===== src/msf_pkg.sv =====
package msf_pkg;
    localparam int ADDR_W = 8;
    localparam int DATA_W = 32;
    localparam int RES_W = 32;
    // register classes
    localparam logic [2:0] CLS_RESOURCE_ATTRIBUTION = 3'h0;
    localparam logic [2:0] CLS_SEC = 3'h1;
    localparam logic [2:0] CLS_WSEC = 3'h2;
    localparam logic [2:0] CLS_MIX = 3'h3;
    localparam logic [2:0] CLS_WMIX = 3'h4;
    // fixed register map of the filtered peripheral
    localparam logic [ADDR_W-1:0] OFS_CTRL = 8'h00;
    localparam logic [ADDR_W-1:0] OFS_KEY = 8'h04;
    localparam logic [ADDR_W-1:0] OFS_CFG = 8'h08;
    localparam logic [ADDR_W-1:0] OFS_OUT = 8'h0C;
    localparam logic [ADDR_W-1:0] OFS_NVCMD = 8'h10;
    localparam logic [ADDR_W-1:0] OFS_ATTR = 8'h14;
    localparam logic [ADDR_W-1:0] OFS_WATCH = 8'h18;
    localparam logic [ADDR_W-1:0] OFS_WIEN = 8'h1C;
    localparam logic [ADDR_W-1:0] OFS_WFLAG = 8'h20;
    localparam logic [DATA_W-1:0] RST_WORD = 32'h0000_0000;
    localparam logic [RES_W-1:0] RST_ATTR = 32'h0000_0000;
    localparam logic [DATA_W-1:0] READ_ZERO = 32'h0000_0000;
    localparam int NVM_WEN_BIT = 31;
    localparam int FLAG_BIT = 0;
    typedef enum logic [1:0] {
        MSF_IDLE = 2'b01,
        MSF_RESP = 2'b10
    } msf_state_e;
endpackage : msf_pkg


===== src/msf_filter.sv =====
`timescale 1ns/1ps
module msf_filter
    import msf_pkg::*;
(
    input wire logic ref_clk, // 100 MHz
    input wire logic rst_n, // sync reset
    input wire logic req, // access request, one cycle
    input wire logic req_sec, // 1 = secure alias
    input wire logic req_wr, // 1 = write
    input wire logic [ADDR_W-1:0] req_addr, // byte offset
    input wire logic [DATA_W-1:0] req_wdata, // write data
    output logic rsp_valid, // answer pulse
    output logic rsp_err, // access refused
    output logic [DATA_W-1:0] rsp_rdata, // read data
    output logic [RES_W-1:0] pin_out, // mixed resource outputs
    output logic watch_irq // attribution differs from watch copy
);
    logic [2:0] cls;
    logic mapped;
    msf_class_dec u_dec (
        .addr(req_addr),
        .cls(cls),
        .mapped(mapped)
    );

    msf_state_e st_r, st_nxt;
    logic [DATA_W-1:0] ctrl_r, ctrl_nxt, key_r, key_nxt, cfg_r, cfg_nxt;
    logic [DATA_W-1:0] nvcmd_r, nvcmd_nxt, rdata_r, rdata_nxt;
    logic [RES_W-1:0] out_r, out_nxt, attr_r, attr_nxt, watch_r, watch_nxt;
    logic wien_r, wien_nxt, wflag_r, wflag_nxt, err_r, err_nxt, irq_r, irq_nxt;
    logic valid_r, valid_nxt;
    logic ok;
    logic [RES_W-1:0] ns_mask;

    always_comb begin
        st_nxt = st_r;
        ctrl_nxt = ctrl_r;
        key_nxt = key_r;
        cfg_nxt = cfg_r;
        nvcmd_nxt = nvcmd_r;
        out_nxt = out_r;
        attr_nxt = attr_r;
        watch_nxt = watch_r;
        wien_nxt = wien_r;
        wflag_nxt = wflag_r;
        err_nxt = 1'b0;
        rdata_nxt = READ_ZERO;
        ok = 1'b0;
        ns_mask = req_sec ? {RES_W{1'b1}} : attr_r;
        unique case (st_r)
            MSF_IDLE: begin
                if (req) begin
                    st_nxt = MSF_RESP;
                    unique case (cls)
                        CLS_RESOURCE_ATTRIBUTION: ok = mapped;
                        CLS_SEC: ok = mapped && req_sec;
                        CLS_WSEC: ok = req_sec || !req_wr;
                        CLS_MIX: ok = 1'b1;
                        CLS_WMIX: ok = req_sec || !req_wr || attr_r[NVM_WEN_BIT];
                        default: ok = 1'b0;
                    endcase
                    // refused: error, zero data, no state change
                    err_nxt = !ok;
                    if (ok && !req_wr) begin
                        unique case (req_addr)
                            OFS_CTRL: rdata_nxt = ctrl_r;
                            OFS_KEY: rdata_nxt = key_r;
                            OFS_CFG: rdata_nxt = cfg_r;
                            OFS_OUT: rdata_nxt = out_r & ns_mask;
                            OFS_NVCMD: rdata_nxt = nvcmd_r;
                            OFS_ATTR: rdata_nxt = attr_r;
                            OFS_WATCH: rdata_nxt = watch_r;
                            OFS_WIEN: rdata_nxt = {31'h0, wien_r};
                            OFS_WFLAG: rdata_nxt = {31'h0, wflag_r};
                            default: rdata_nxt = READ_ZERO;
                        endcase
                    end
                    if (ok && req_wr) begin
                        unique case (req_addr)
                            OFS_CTRL: ctrl_nxt = req_wdata;
                            OFS_KEY: key_nxt = req_wdata;
                            OFS_CFG: cfg_nxt = req_wdata;
                            OFS_OUT: out_nxt = (out_r & ~ns_mask) | (req_wdata & ns_mask);
                            OFS_NVCMD: nvcmd_nxt = req_wdata;
                            OFS_ATTR: attr_nxt = req_wdata;
                            OFS_WATCH: watch_nxt = req_wdata;
                            OFS_WIEN: wien_nxt = req_wdata[FLAG_BIT];
                            // write one to clear
                            OFS_WFLAG: if (req_wdata[FLAG_BIT]) wflag_nxt = 1'b0;
                            default: ;
                        endcase
                    end
                end
            end
            MSF_RESP: st_nxt = MSF_IDLE;
            default: st_nxt = MSF_IDLE;
        endcase
        // change detect; set wins over clear
        if (wien_r && (attr_r != watch_r))
            wflag_nxt = 1'b1;
        irq_nxt = wflag_nxt && wien_nxt;
        valid_nxt = (st_nxt == MSF_RESP);
    end

    always_ff @(posedge ref_clk) begin
        if (!rst_n) begin
            st_r <= MSF_IDLE;
            ctrl_r <= RST_WORD;
            key_r <= RST_WORD;
            cfg_r <= RST_WORD;
            nvcmd_r <= RST_WORD;
            out_r <= RST_ATTR;
            attr_r <= RST_ATTR;
            watch_r <= RST_ATTR;
            wien_r <= 1'b0;
            wflag_r <= 1'b0;
            err_r <= 1'b0;
            rdata_r <= READ_ZERO;
            irq_r <= 1'b0;
            valid_r <= 1'b0;
        end else begin
            st_r <= st_nxt;
            ctrl_r <= ctrl_nxt;
            key_r <= key_nxt;
            cfg_r <= cfg_nxt;
            nvcmd_r <= nvcmd_nxt;
            out_r <= out_nxt;
            attr_r <= attr_nxt;
            watch_r <= watch_nxt;
            wien_r <= wien_nxt;
            wflag_r <= wflag_nxt;
            err_r <= err_nxt;
            rdata_r <= rdata_nxt;
            irq_r <= irq_nxt;
            valid_r <= valid_nxt;
        end
    end

    assign rsp_valid = valid_r;
    assign rsp_err = err_r;
    assign rsp_rdata = rdata_r;
    assign pin_out = out_r;
    assign watch_irq = irq_r;

    property p_ns_key_refused;
        @(posedge ref_clk) disable iff (!rst_n)
        (st_r == MSF_IDLE && req && !req_sec && req_addr == OFS_KEY)
            |=> (rsp_valid && rsp_err && rsp_rdata == READ_ZERO);
    endproperty
    a_ns_key_refused: assert property (p_ns_key_refused) else $error("ns key not refused");

    property p_ns_cfg_write_kept;
        @(posedge ref_clk) disable iff (!rst_n)
        (st_r == MSF_IDLE && req && !req_sec && req_wr && req_addr == OFS_CFG)
            |=> (rsp_err && $stable(cfg_r));
    endproperty
    a_ns_cfg_write_kept: assert property (p_ns_cfg_write_kept) else $error("cfg changed");

    property p_open_ok;
        @(posedge ref_clk) disable iff (!rst_n)
        (st_r == MSF_IDLE && req && req_addr == OFS_CTRL) |=> (rsp_valid && !rsp_err);
    endproperty
    a_open_ok: assert property (p_open_ok) else $error("open register refused");

    property p_sec_cfg_write;
        @(posedge ref_clk) disable iff (!rst_n)
        (st_r == MSF_IDLE && req && req_sec && req_wr && req_addr == OFS_CFG)
            |=> (cfg_r == $past(req_wdata) && !rsp_err);
    endproperty
    a_sec_cfg_write: assert property (p_sec_cfg_write) else $error("secure cfg write lost");

    property p_mix_mask;
        @(posedge ref_clk) disable iff (!rst_n)
        (st_r == MSF_IDLE && req && !req_sec && req_wr && req_addr == OFS_OUT)
            |=> ((out_r & ~$past(attr_r)) == ($past(out_r) & ~$past(attr_r)));
    endproperty
    a_mix_mask: assert property (p_mix_mask) else $error("secure bit changed");

    property p_nvm_auth;
        @(posedge ref_clk) disable iff (!rst_n)
        (st_r == MSF_IDLE && req && !req_sec && req_wr && req_addr == OFS_NVCMD)
            |=> (rsp_err == !$past(attr_r[NVM_WEN_BIT]));
    endproperty
    a_nvm_auth: assert property (p_nvm_auth) else $error("nvm write auth wrong");

    property p_ns_attr_read;
        @(posedge ref_clk) disable iff (!rst_n)
        (st_r == MSF_IDLE && req && !req_sec && !req_wr && req_addr == OFS_ATTR)
            |=> (rsp_valid && !rsp_err && rsp_rdata == $past(attr_r));
    endproperty
    a_ns_attr_read: assert property (p_ns_attr_read) else $error("attribution hidden");

    property p_watch_irq;
        @(posedge ref_clk) disable iff (!rst_n)
        (wien_r && attr_r != watch_r) |=> (watch_irq == wien_r);
    endproperty
    a_watch_irq: assert property (p_watch_irq) else $error("no watch interrupt");

    property p_refuse_no_attr;
        @(posedge ref_clk) disable iff (!rst_n)
        (st_r == MSF_IDLE && req && !req_sec && req_wr && req_addr == OFS_ATTR)
            |=> ($stable(attr_r) && rsp_err);
    endproperty
    a_refuse_no_attr: assert property (p_refuse_no_attr) else $error("attr written ns");
endmodule : msf_filter


===== src/msf_class_dec.sv =====
`timescale 1ns/1ps
module msf_class_dec
    import msf_pkg::*;
(
    input wire logic [ADDR_W-1:0] addr, // byte offset
    output logic [2:0] cls, // security class
    output logic mapped // offset exists
);
    always_comb begin
        mapped = 1'b1;
        unique case (addr)
            OFS_CTRL: cls = CLS_RESOURCE_ATTRIBUTION;
            OFS_KEY: cls = CLS_SEC;
            OFS_CFG: cls = CLS_WSEC;
            OFS_OUT: cls = CLS_MIX;
            OFS_NVCMD: cls = CLS_WMIX;
            OFS_ATTR: cls = CLS_WSEC;
            OFS_WATCH: cls = CLS_RESOURCE_ATTRIBUTION;
            OFS_WIEN: cls = CLS_RESOURCE_ATTRIBUTION;
            OFS_WFLAG: cls = CLS_RESOURCE_ATTRIBUTION;
            default: begin
                cls = CLS_SEC;
                mapped = 1'b0;
            end
        endcase
    end
endmodule : msf_class_dec


===== config.mk =====
export PLATFORM = sky130hd
export DESIGN_NAME = msf_filter
export DESIGN_NICKNAME = d
export VERILOG_FILES = /design/src/msf_pkg.sv /design/src/msf_filter.sv /design/src/msf_class_dec.sv
export SDC_FILE = /design/constraint.sdc
export NUM_CORES = 1
export LEC_CHECK = 0
export BUFFER_PORTS_ARGS = -buffer_cell sky130_fd_sc_hd__buf_2
export CAP_MARGIN = 10
export CORE_ASPECT_RATIO = 1.2
export CORE_MARGIN = 2
export CORE_UTILIZATION = 45
export DETAILED_ROUTE_END_ITERATION = 16
export HOLD_SLACK_MARGIN = 0.15
export SYNTH_ARGS = -nofsm -noshare
export SYNTH_HDL_FRONTEND = slang
export SYNTH_SLANG_ARGS = --single-unit
export TNS_END_PERCENT = 1

===== constraint.sdc =====
create_clock -name ref_clk -period 2.3 [get_ports ref_clk]
set_clock_uncertainty 0.1 [all_clocks]
set_input_delay 0.115 -clock ref_clk [delete_from_list [all_inputs] [get_ports ref_clk]]
set_output_delay 0.115 -clock ref_clk [all_outputs]
set_load 0.02 [all_outputs]

# After elaboration in Yosys (flattened, before gate mapping)
# Index checks and enable logic that the tools add are counted.
dict set report word_totals {
  reg_bits 263
  input_bits 45
  out_inout_bits 67
  wordCells 76
}
dict set report op_classes {
  n_eq_ne 15
  muxes 19
  bitwise 5
  n_reduce_logical 23
}
# cell n
set op_table {}
lappend op_table {{$pmux 32 s9} 1}
lappend op_table {{$and 32x32->32} 3}
lappend op_table {{$eq 8x5->1 const B} 4}
lappend op_table {{$mux 32} 1}
lappend op_table {{$ne 32x32->1} 1}
lappend op_table {{$not 32->32} 1}
lappend op_table {{$or 32x32->32} 1}
lappend op_table {{$reduce_and 4->1} 8}
lappend op_table {{$eq 8x4->1 const B} 2}
lappend op_table {{$mux 1} 13}
lappend op_table {{$pmux 3 s4} 1}
lappend op_table {{$reduce_or 9->1} 1}
lappend op_table {{$eq 8x3->1 const B} 1}
lappend op_table {{$eq 8x6->1 const B} 1}
lappend op_table {{$logic_not 8->1} 1}
lappend op_table {{$eq 3x2->1 const B} 2}
lappend op_table {{$logic_and 1x1->1} 5}
lappend op_table {{$pmux 1 s5} 1}
lappend op_table {{$mux 2} 2}
lappend op_table {{$reduce_or 4->1} 1}
lappend op_table {{$eq 3x1->1 const B} 1}
lappend op_table {{$eq 3x3->1 const B} 1}
lappend op_table {{$logic_not 3->1} 1}
lappend op_table {{$reduce_and 3->1} 1}
lappend op_table {{5 further kinds} 7}

# Logic depth before layout (Yosys ltp)
dict set report logic_depth {
  depth_word 13
  mapped_depth 10
  mapped_depth_nobuf 5
}

# By module
# From an unflattened synthesis, not the netlist that was laid out.
dict set report hier_totals {
  hier_cells 1234
  area_unflattened_um2 12115.4
}
# module n_inst cells_each area_each_um2
set modules_own_cells {}
lappend modules_own_cells {msf_filter 1 1223 12039.0}
lappend modules_own_cells {msf_class_dec 1 11 76.3}

# Worst setup path before layout
# No wires, ideal clock.
dict set report synth_path {
  path_type {register -> register}
  start {register attr_r[31]}
  end {register attr_r[10]}
  t_arrival_ns 1.750
  required_time_ns 2.079
  slack_ns 0.329
  path_stages_with_launch 6
  path_buffers 1
  path_cell_list {dfxtp_1 -> or3_1 -> a2111oi_4 -> nor2_1 -> buf_4 -> mux2i_1}
}
dict set report synth_via {
  elab_chain_len 6
}
# element line_no
set synth_rtl {}
lappend synth_rtl {{from (decl)} msf_filter.sv:29} ;# logic [RES_W-1:0] out_r, out_nxt, attr_r, attr_nxt, watch_r, watch_nxt;
lappend synth_rtl {{from (signal assigned)} msf_filter.sv:128} ;# attr_r <= attr_nxt;
lappend synth_rtl {{$logic_or 1x1->1} msf_filter.sv:59} ;# CLS_WMIX: ok = req_sec || !req_wr || attr_r[NVM_WEN_BIT];
lappend synth_rtl {{$pmux 1 s5} msf_filter.sv:54} ;# unique case (cls)
lappend synth_rtl {{$mux 1} msf_filter.sv:52} ;# if (req) begin
lappend synth_rtl {{$mux 1} msf_filter.sv:50} ;# unique case (st_r)
lappend synth_rtl {{$logic_and 1x1->1} msf_filter.sv:78} ;# if (ok && req_wr) begin
lappend synth_rtl {{$reduce_and 4->1 (no line)} -}
# Every way passes these cells. The select of a mux whose other input is x is not followed.
# A chain may end at the register's enable or synchronous reset.

# Worst setup path in the final report
dict set report layout_path {
  start {input req_addr[0]}
  end {register rdata_r[27] (netlist: rsp_rdata[27])}
}
dict set report layout_via {
  elab_chain_len 9
}
# element line_no
set layout_rtl {}
lappend layout_rtl {{from (decl)} msf_filter.sv:10} ;# input wire logic [ADDR_W-1:0] req_addr,
lappend layout_rtl {{$eq 8x5->1 (tied with other cells)} {msf_filter.sv:65, msf_class_dec.sv:11}}
lappend layout_rtl {{$reduce_or 4->1 (no line) (tied with other cells)} -}
lappend layout_rtl {{$pmux 3 s4 or $mux 1 (tied branches)} msf_class_dec.sv:11} ;# unique case (addr)
lappend layout_rtl {{$eq 3x3->1 (tied with other cells)} msf_filter.sv:54}
lappend layout_rtl {{$pmux 1 s5} msf_filter.sv:54}
lappend layout_rtl {{$mux 1} msf_filter.sv:52}
lappend layout_rtl {{$mux 1} msf_filter.sv:50}
lappend layout_rtl {{$logic_and 1x1->1} msf_filter.sv:64} ;# if (ok && !req_wr) begin
lappend layout_rtl {{$reduce_and 4->1 (no line)} -}
lappend layout_rtl {{to (signal assigned)} msf_filter.sv:133} ;# rdata_r <= rdata_nxt;
lappend layout_rtl {{to (decl)} msf_filter.sv:28} ;# logic [DATA_W-1:0] nvcmd_r, nvcmd_nxt, rdata_r, rdata_nxt;
# Several ways; a longest one is shown, not always the timed one. The select of a mux whose other input is x is not followed.

==> flow_metrics.py <==
metrics = {
    "yosys": {
        "yosysSeqAreaShare_pct": 45.7,
        "syn_inst": 1299,
        "synth_warnings": 0,
        "syn-num-nets": 1344,
        "syn_area_per_cell_sq_um": 8.86,
        "yosysUniqueCellTypes": 41,
        "synth_seq_cells": 263,
        "synth.cell_area_sq_um": 11500,
    },
    "floorplanning": {
        "start_util_pct": 45.5,
        "dieArea_sq_um": 26900,
        "die_y_um": 179,
        "fp.dieW_um": 150,
        "fp-row-count": 64,
        "ioPinCount": 112,
        "design.core.area_sq_um": 25300,
    },
    "cells_and_area": {
        "fin_util_pct": 55.7,
        "antennaDiodeCount": 0,
        "fin_cells": 1800,
        "layout.nets": 1494,
        "area_growth_pct": 22.5,
        "drive_gt1_share_pct": 16.4,
    },
    "job": {
        "maxCapViolCount": 0,
    },
    "power": {
        "cellLeakagePower_nw": 5.39,
        "ir_worst_vdd_v": 0.000717,
        "p_per_area_nw_per_um2": 666,
    },
    "detailed_routing": {
        "drt_wl_total_mm": 38.3,
        "initialDrtViolationCount": 836,
        "antenna_left": 0,
        "via_per_inst": 5.67,
        "drcViolationCount": 0,
        "vias": 10205,
        "wl_per_cell_um": 21.3,
        "dr.pass1.iters": 5,
    },
    "grt": {
        "grtUsageTotal_pct": 28.0,
        "antenna_found_initial": 0,
        "grt_pass1_vias": 9730,
        "grt_max_degree": 154,
        "grt_pass1_wl_mm": 57.5,
        "grt.overflow.total": 0,
    },
    "critical_path": {
        "cp_slowest_cell": "dlygate4sd3_1",
        "cpMostUsedCell": "dlygate4sd3_1",
        "endpoint_kind": "flip-flop",
        "critPathMaxFanout": 32,
        "crit_required_ps": 2650,
        "crit_arrival_ps": 2600,
        "path_class": "in2reg",
        "path_buf_inv": 5,
        "slowest_delay_ps": 560,
        "cp_top_family": "buffers and inverters",
        "cp-start-kind": "input pin",
        "path_cells": "dlygate4sd3_1 -> buf_2 -> nor4_4 -> buf_6 -> dlygate4sd3_1 -> nand2_1 -> or3_4 -> buf_12 -> a31oi_1",
    },
    "timing": {
        "rsz0062_at_grt": "true",
        "hold_viol": 0,
        "tns_ps": 0,
        "whs_ps": 157,
        "min_period_over_period_pct": 97.7,
        "fin_crit_ps": 2250,
        "drv_slew": 0,
        "slew_headroom_pct": 54.0,
        "setup_viol": 0,
        "tightest_slew_ps": 690,
        "setup_ws_ps": 52.7,
        "max_freq_mhz": 445,
    },
    "clock_tree": {
        "cts.htree.levels": 1,
        "numCtsBuffers": 27,
        "post_cts_buffers": 0,
        "cts_buffer_depth": 3,
        "clk_pin_slew_worst_paths_ps": 60,
        "cts_tree": "done",
        "cts.sinks": 263,
        "clock_latency_ps": 550,
        "cts_root_buffer": "clkbuf_16",
    },
    "run_status": {
        "status": "completed",
    },
    "placed_design": {
        "portBuffers": 111,
        "dp.cells": 1708,
        "pre_cts_ws_ps": 61.2,
        "gp_congestion": 0.877,
        "hpwlAfterDp_mm": 24.0,
    },
    "hold_path": {
        "hold_class": "in2reg",
    },
}
## report_power, final
group / internal [mW] / leakage [nW] / switching (mW) / total, mW
Clock: 2.55 / 0.435 / 1.85 / 4.40
Combinational: 0.161 / 2.84 / 0.264 / 0.425
Sequential: 4.56 / 2.12 / 0.00278 / 4.56
Total: 7.27 / 5.39 / 2.11 / 9.39
## cell usage in the layout, fill, tap and decap left out, types with 6 or more instances in the layout
cell	n
nand2_1	353
nand3b_1	7
a21boi_1	18
a22oi_1	25
mux2i_1	146
a21oi_1	15
dfxtp_1	263
buf_2	110
a222oi_1	11
o21ai_0	57
a221oi_1	25
dlygate4sd3_1	42
nor2_1	30
clkbuf_1	8
inv_1	9
xor2_1	32
o211ai_1	9
nor4_1	9
buf_12	12
buf_4	52
clkbuf_16	27
clkinv_2	6
a21boi_0	81
a31oi_1	12
nor2b_1	32
a22o_1	12
a21o_1	10
## final cells by class
class,instances,area [sq um]
clock buffer,40,774
timing repair buffer,219,1640
tap,330,413
clock inverter,10,106
sequential,263,5270
inverter,10,37.5
multi-input combinational,928,5870
fill,2378,11200
## cell families after synthesis
kind of cell              Yosys count  synth area share [%]
buffers and inverters             108                  3.96
and+or+nand+nor                   464                  17.5
xor gates and xnor gates           32                  2.44
DFF                               263                  45.7
AOI/OAI and AO/OA                 286                  17.7
muxes                             146                  12.7
## worst reg2reg max path: stages (launching register included)
cell and delay, ps:
dfxtp_1 340, nor2b_1 170, and3_2 330, and2_4 200, buf_6 170, nand2_1 70
a21boi_1 130, dlygate4sd3_1 570
## worst paths after layout
kind | slack (ps) | end | depth (start not counted) | startpoint
setup / recovery | 50 | rsp_rdata[27]$_SDFF_PN0_ | 9 | req_addr[0]
hold reg to reg | 350 | key_r[31]$_SDFFE_PN0P_ | 2 | key_r[31]$_SDFFE_PN0P_
hold / removal | 160 | rsp_rdata[28]$_SDFF_PN0_ | 5 | req_addr[4]
setup reg to reg | 160 | watch_r[13]$_SDFFE_PN0P_ | 7 | st_r[0]$_SDFF_PN1_
## through the flow
stage / cell area [sq um] / total power, mW
5_1_grt: 14100 / 9.63
3_3_place_gp: 12700 / 5.03
2_1_floorplan: 11500 / 4.85
3_5_place_dp: 12700 / 5.03
6_report: 14100 / 9.39
4_1_cts: 14000 / 9.44
## cells in the mapped netlist
cell | count | share of area (%)
a22oi_1 | 25 | 1.6
a21oi_1 | 18 | 0.78
and4_1 | 4 | 0.30
clkbuf_1 | 68 | 2.2
and2_1 | 2 | 0.11
mux2i_1 | 146 | 13
nand4_1 | 3 | 0.16
nor2b_1 | 32 | 1.7
a2111oi_4 | 1 | 0.24
nand2b_1 | 1 | 0.054
nor4_4 | 3 | 0.55
nor2_1 | 32 | 1.0
or3_1 | 5 | 0.27
nand3_1 | 4 | 0.17
buf_1 | 2 | 0.065
nand2_1 | 353 | 12
inv_1 | 9 | 0.29
nor4_1 | 9 | 0.49
a22o_1 | 12 | 0.91
a21boi_1 | 18 | 1.2
o22ai_1 | 1 | 0.054
nor4_2 | 1 | 0.11
o22a_1 | 2 | 0.15
a221oi_1 | 25 | 1.9
dfxtp_1 | 263 | 46
a31oi_1 | 16 | 0.87
a21o_1 | 10 | 0.65
or4_1 | 1 | 0.065
a21boi_0 | 81 | 5.3
and3_1 | 1 | 0.054
inv_2 | 1 | 0.033
nand3b_1 | 7 | 0.46
a222oi_1 | 11 | 0.96
o211ai_1 | 9 | 0.59
nand4b_1 | 1 | 0.076
nor3_1 | 3 | 0.13
buf_2 | 22 | 0.96
nor3_2 | 2 | 0.17
buf_4 | 6 | 0.39
xor2_1 | 32 | 2.4
o21ai_0 | 57 | 2.5
## routing by layer
layer	vias to the layer above	track usage [%]	routed length [um]
li1	4795	-	-
met1	4958	35.9	16200
met2	383	48.9	18700
met3	69	3.21	2340
met4	0	9.04	1050
met5	-	0	0
## what timing repair did
action                     in CTS  in global routing
hold endpoints to repair      258                  0
setup endpoints to repair       0                 24
hold buffers                   42                  0
resized for setup               0                 14
Power figures use the tool's default switching activity.
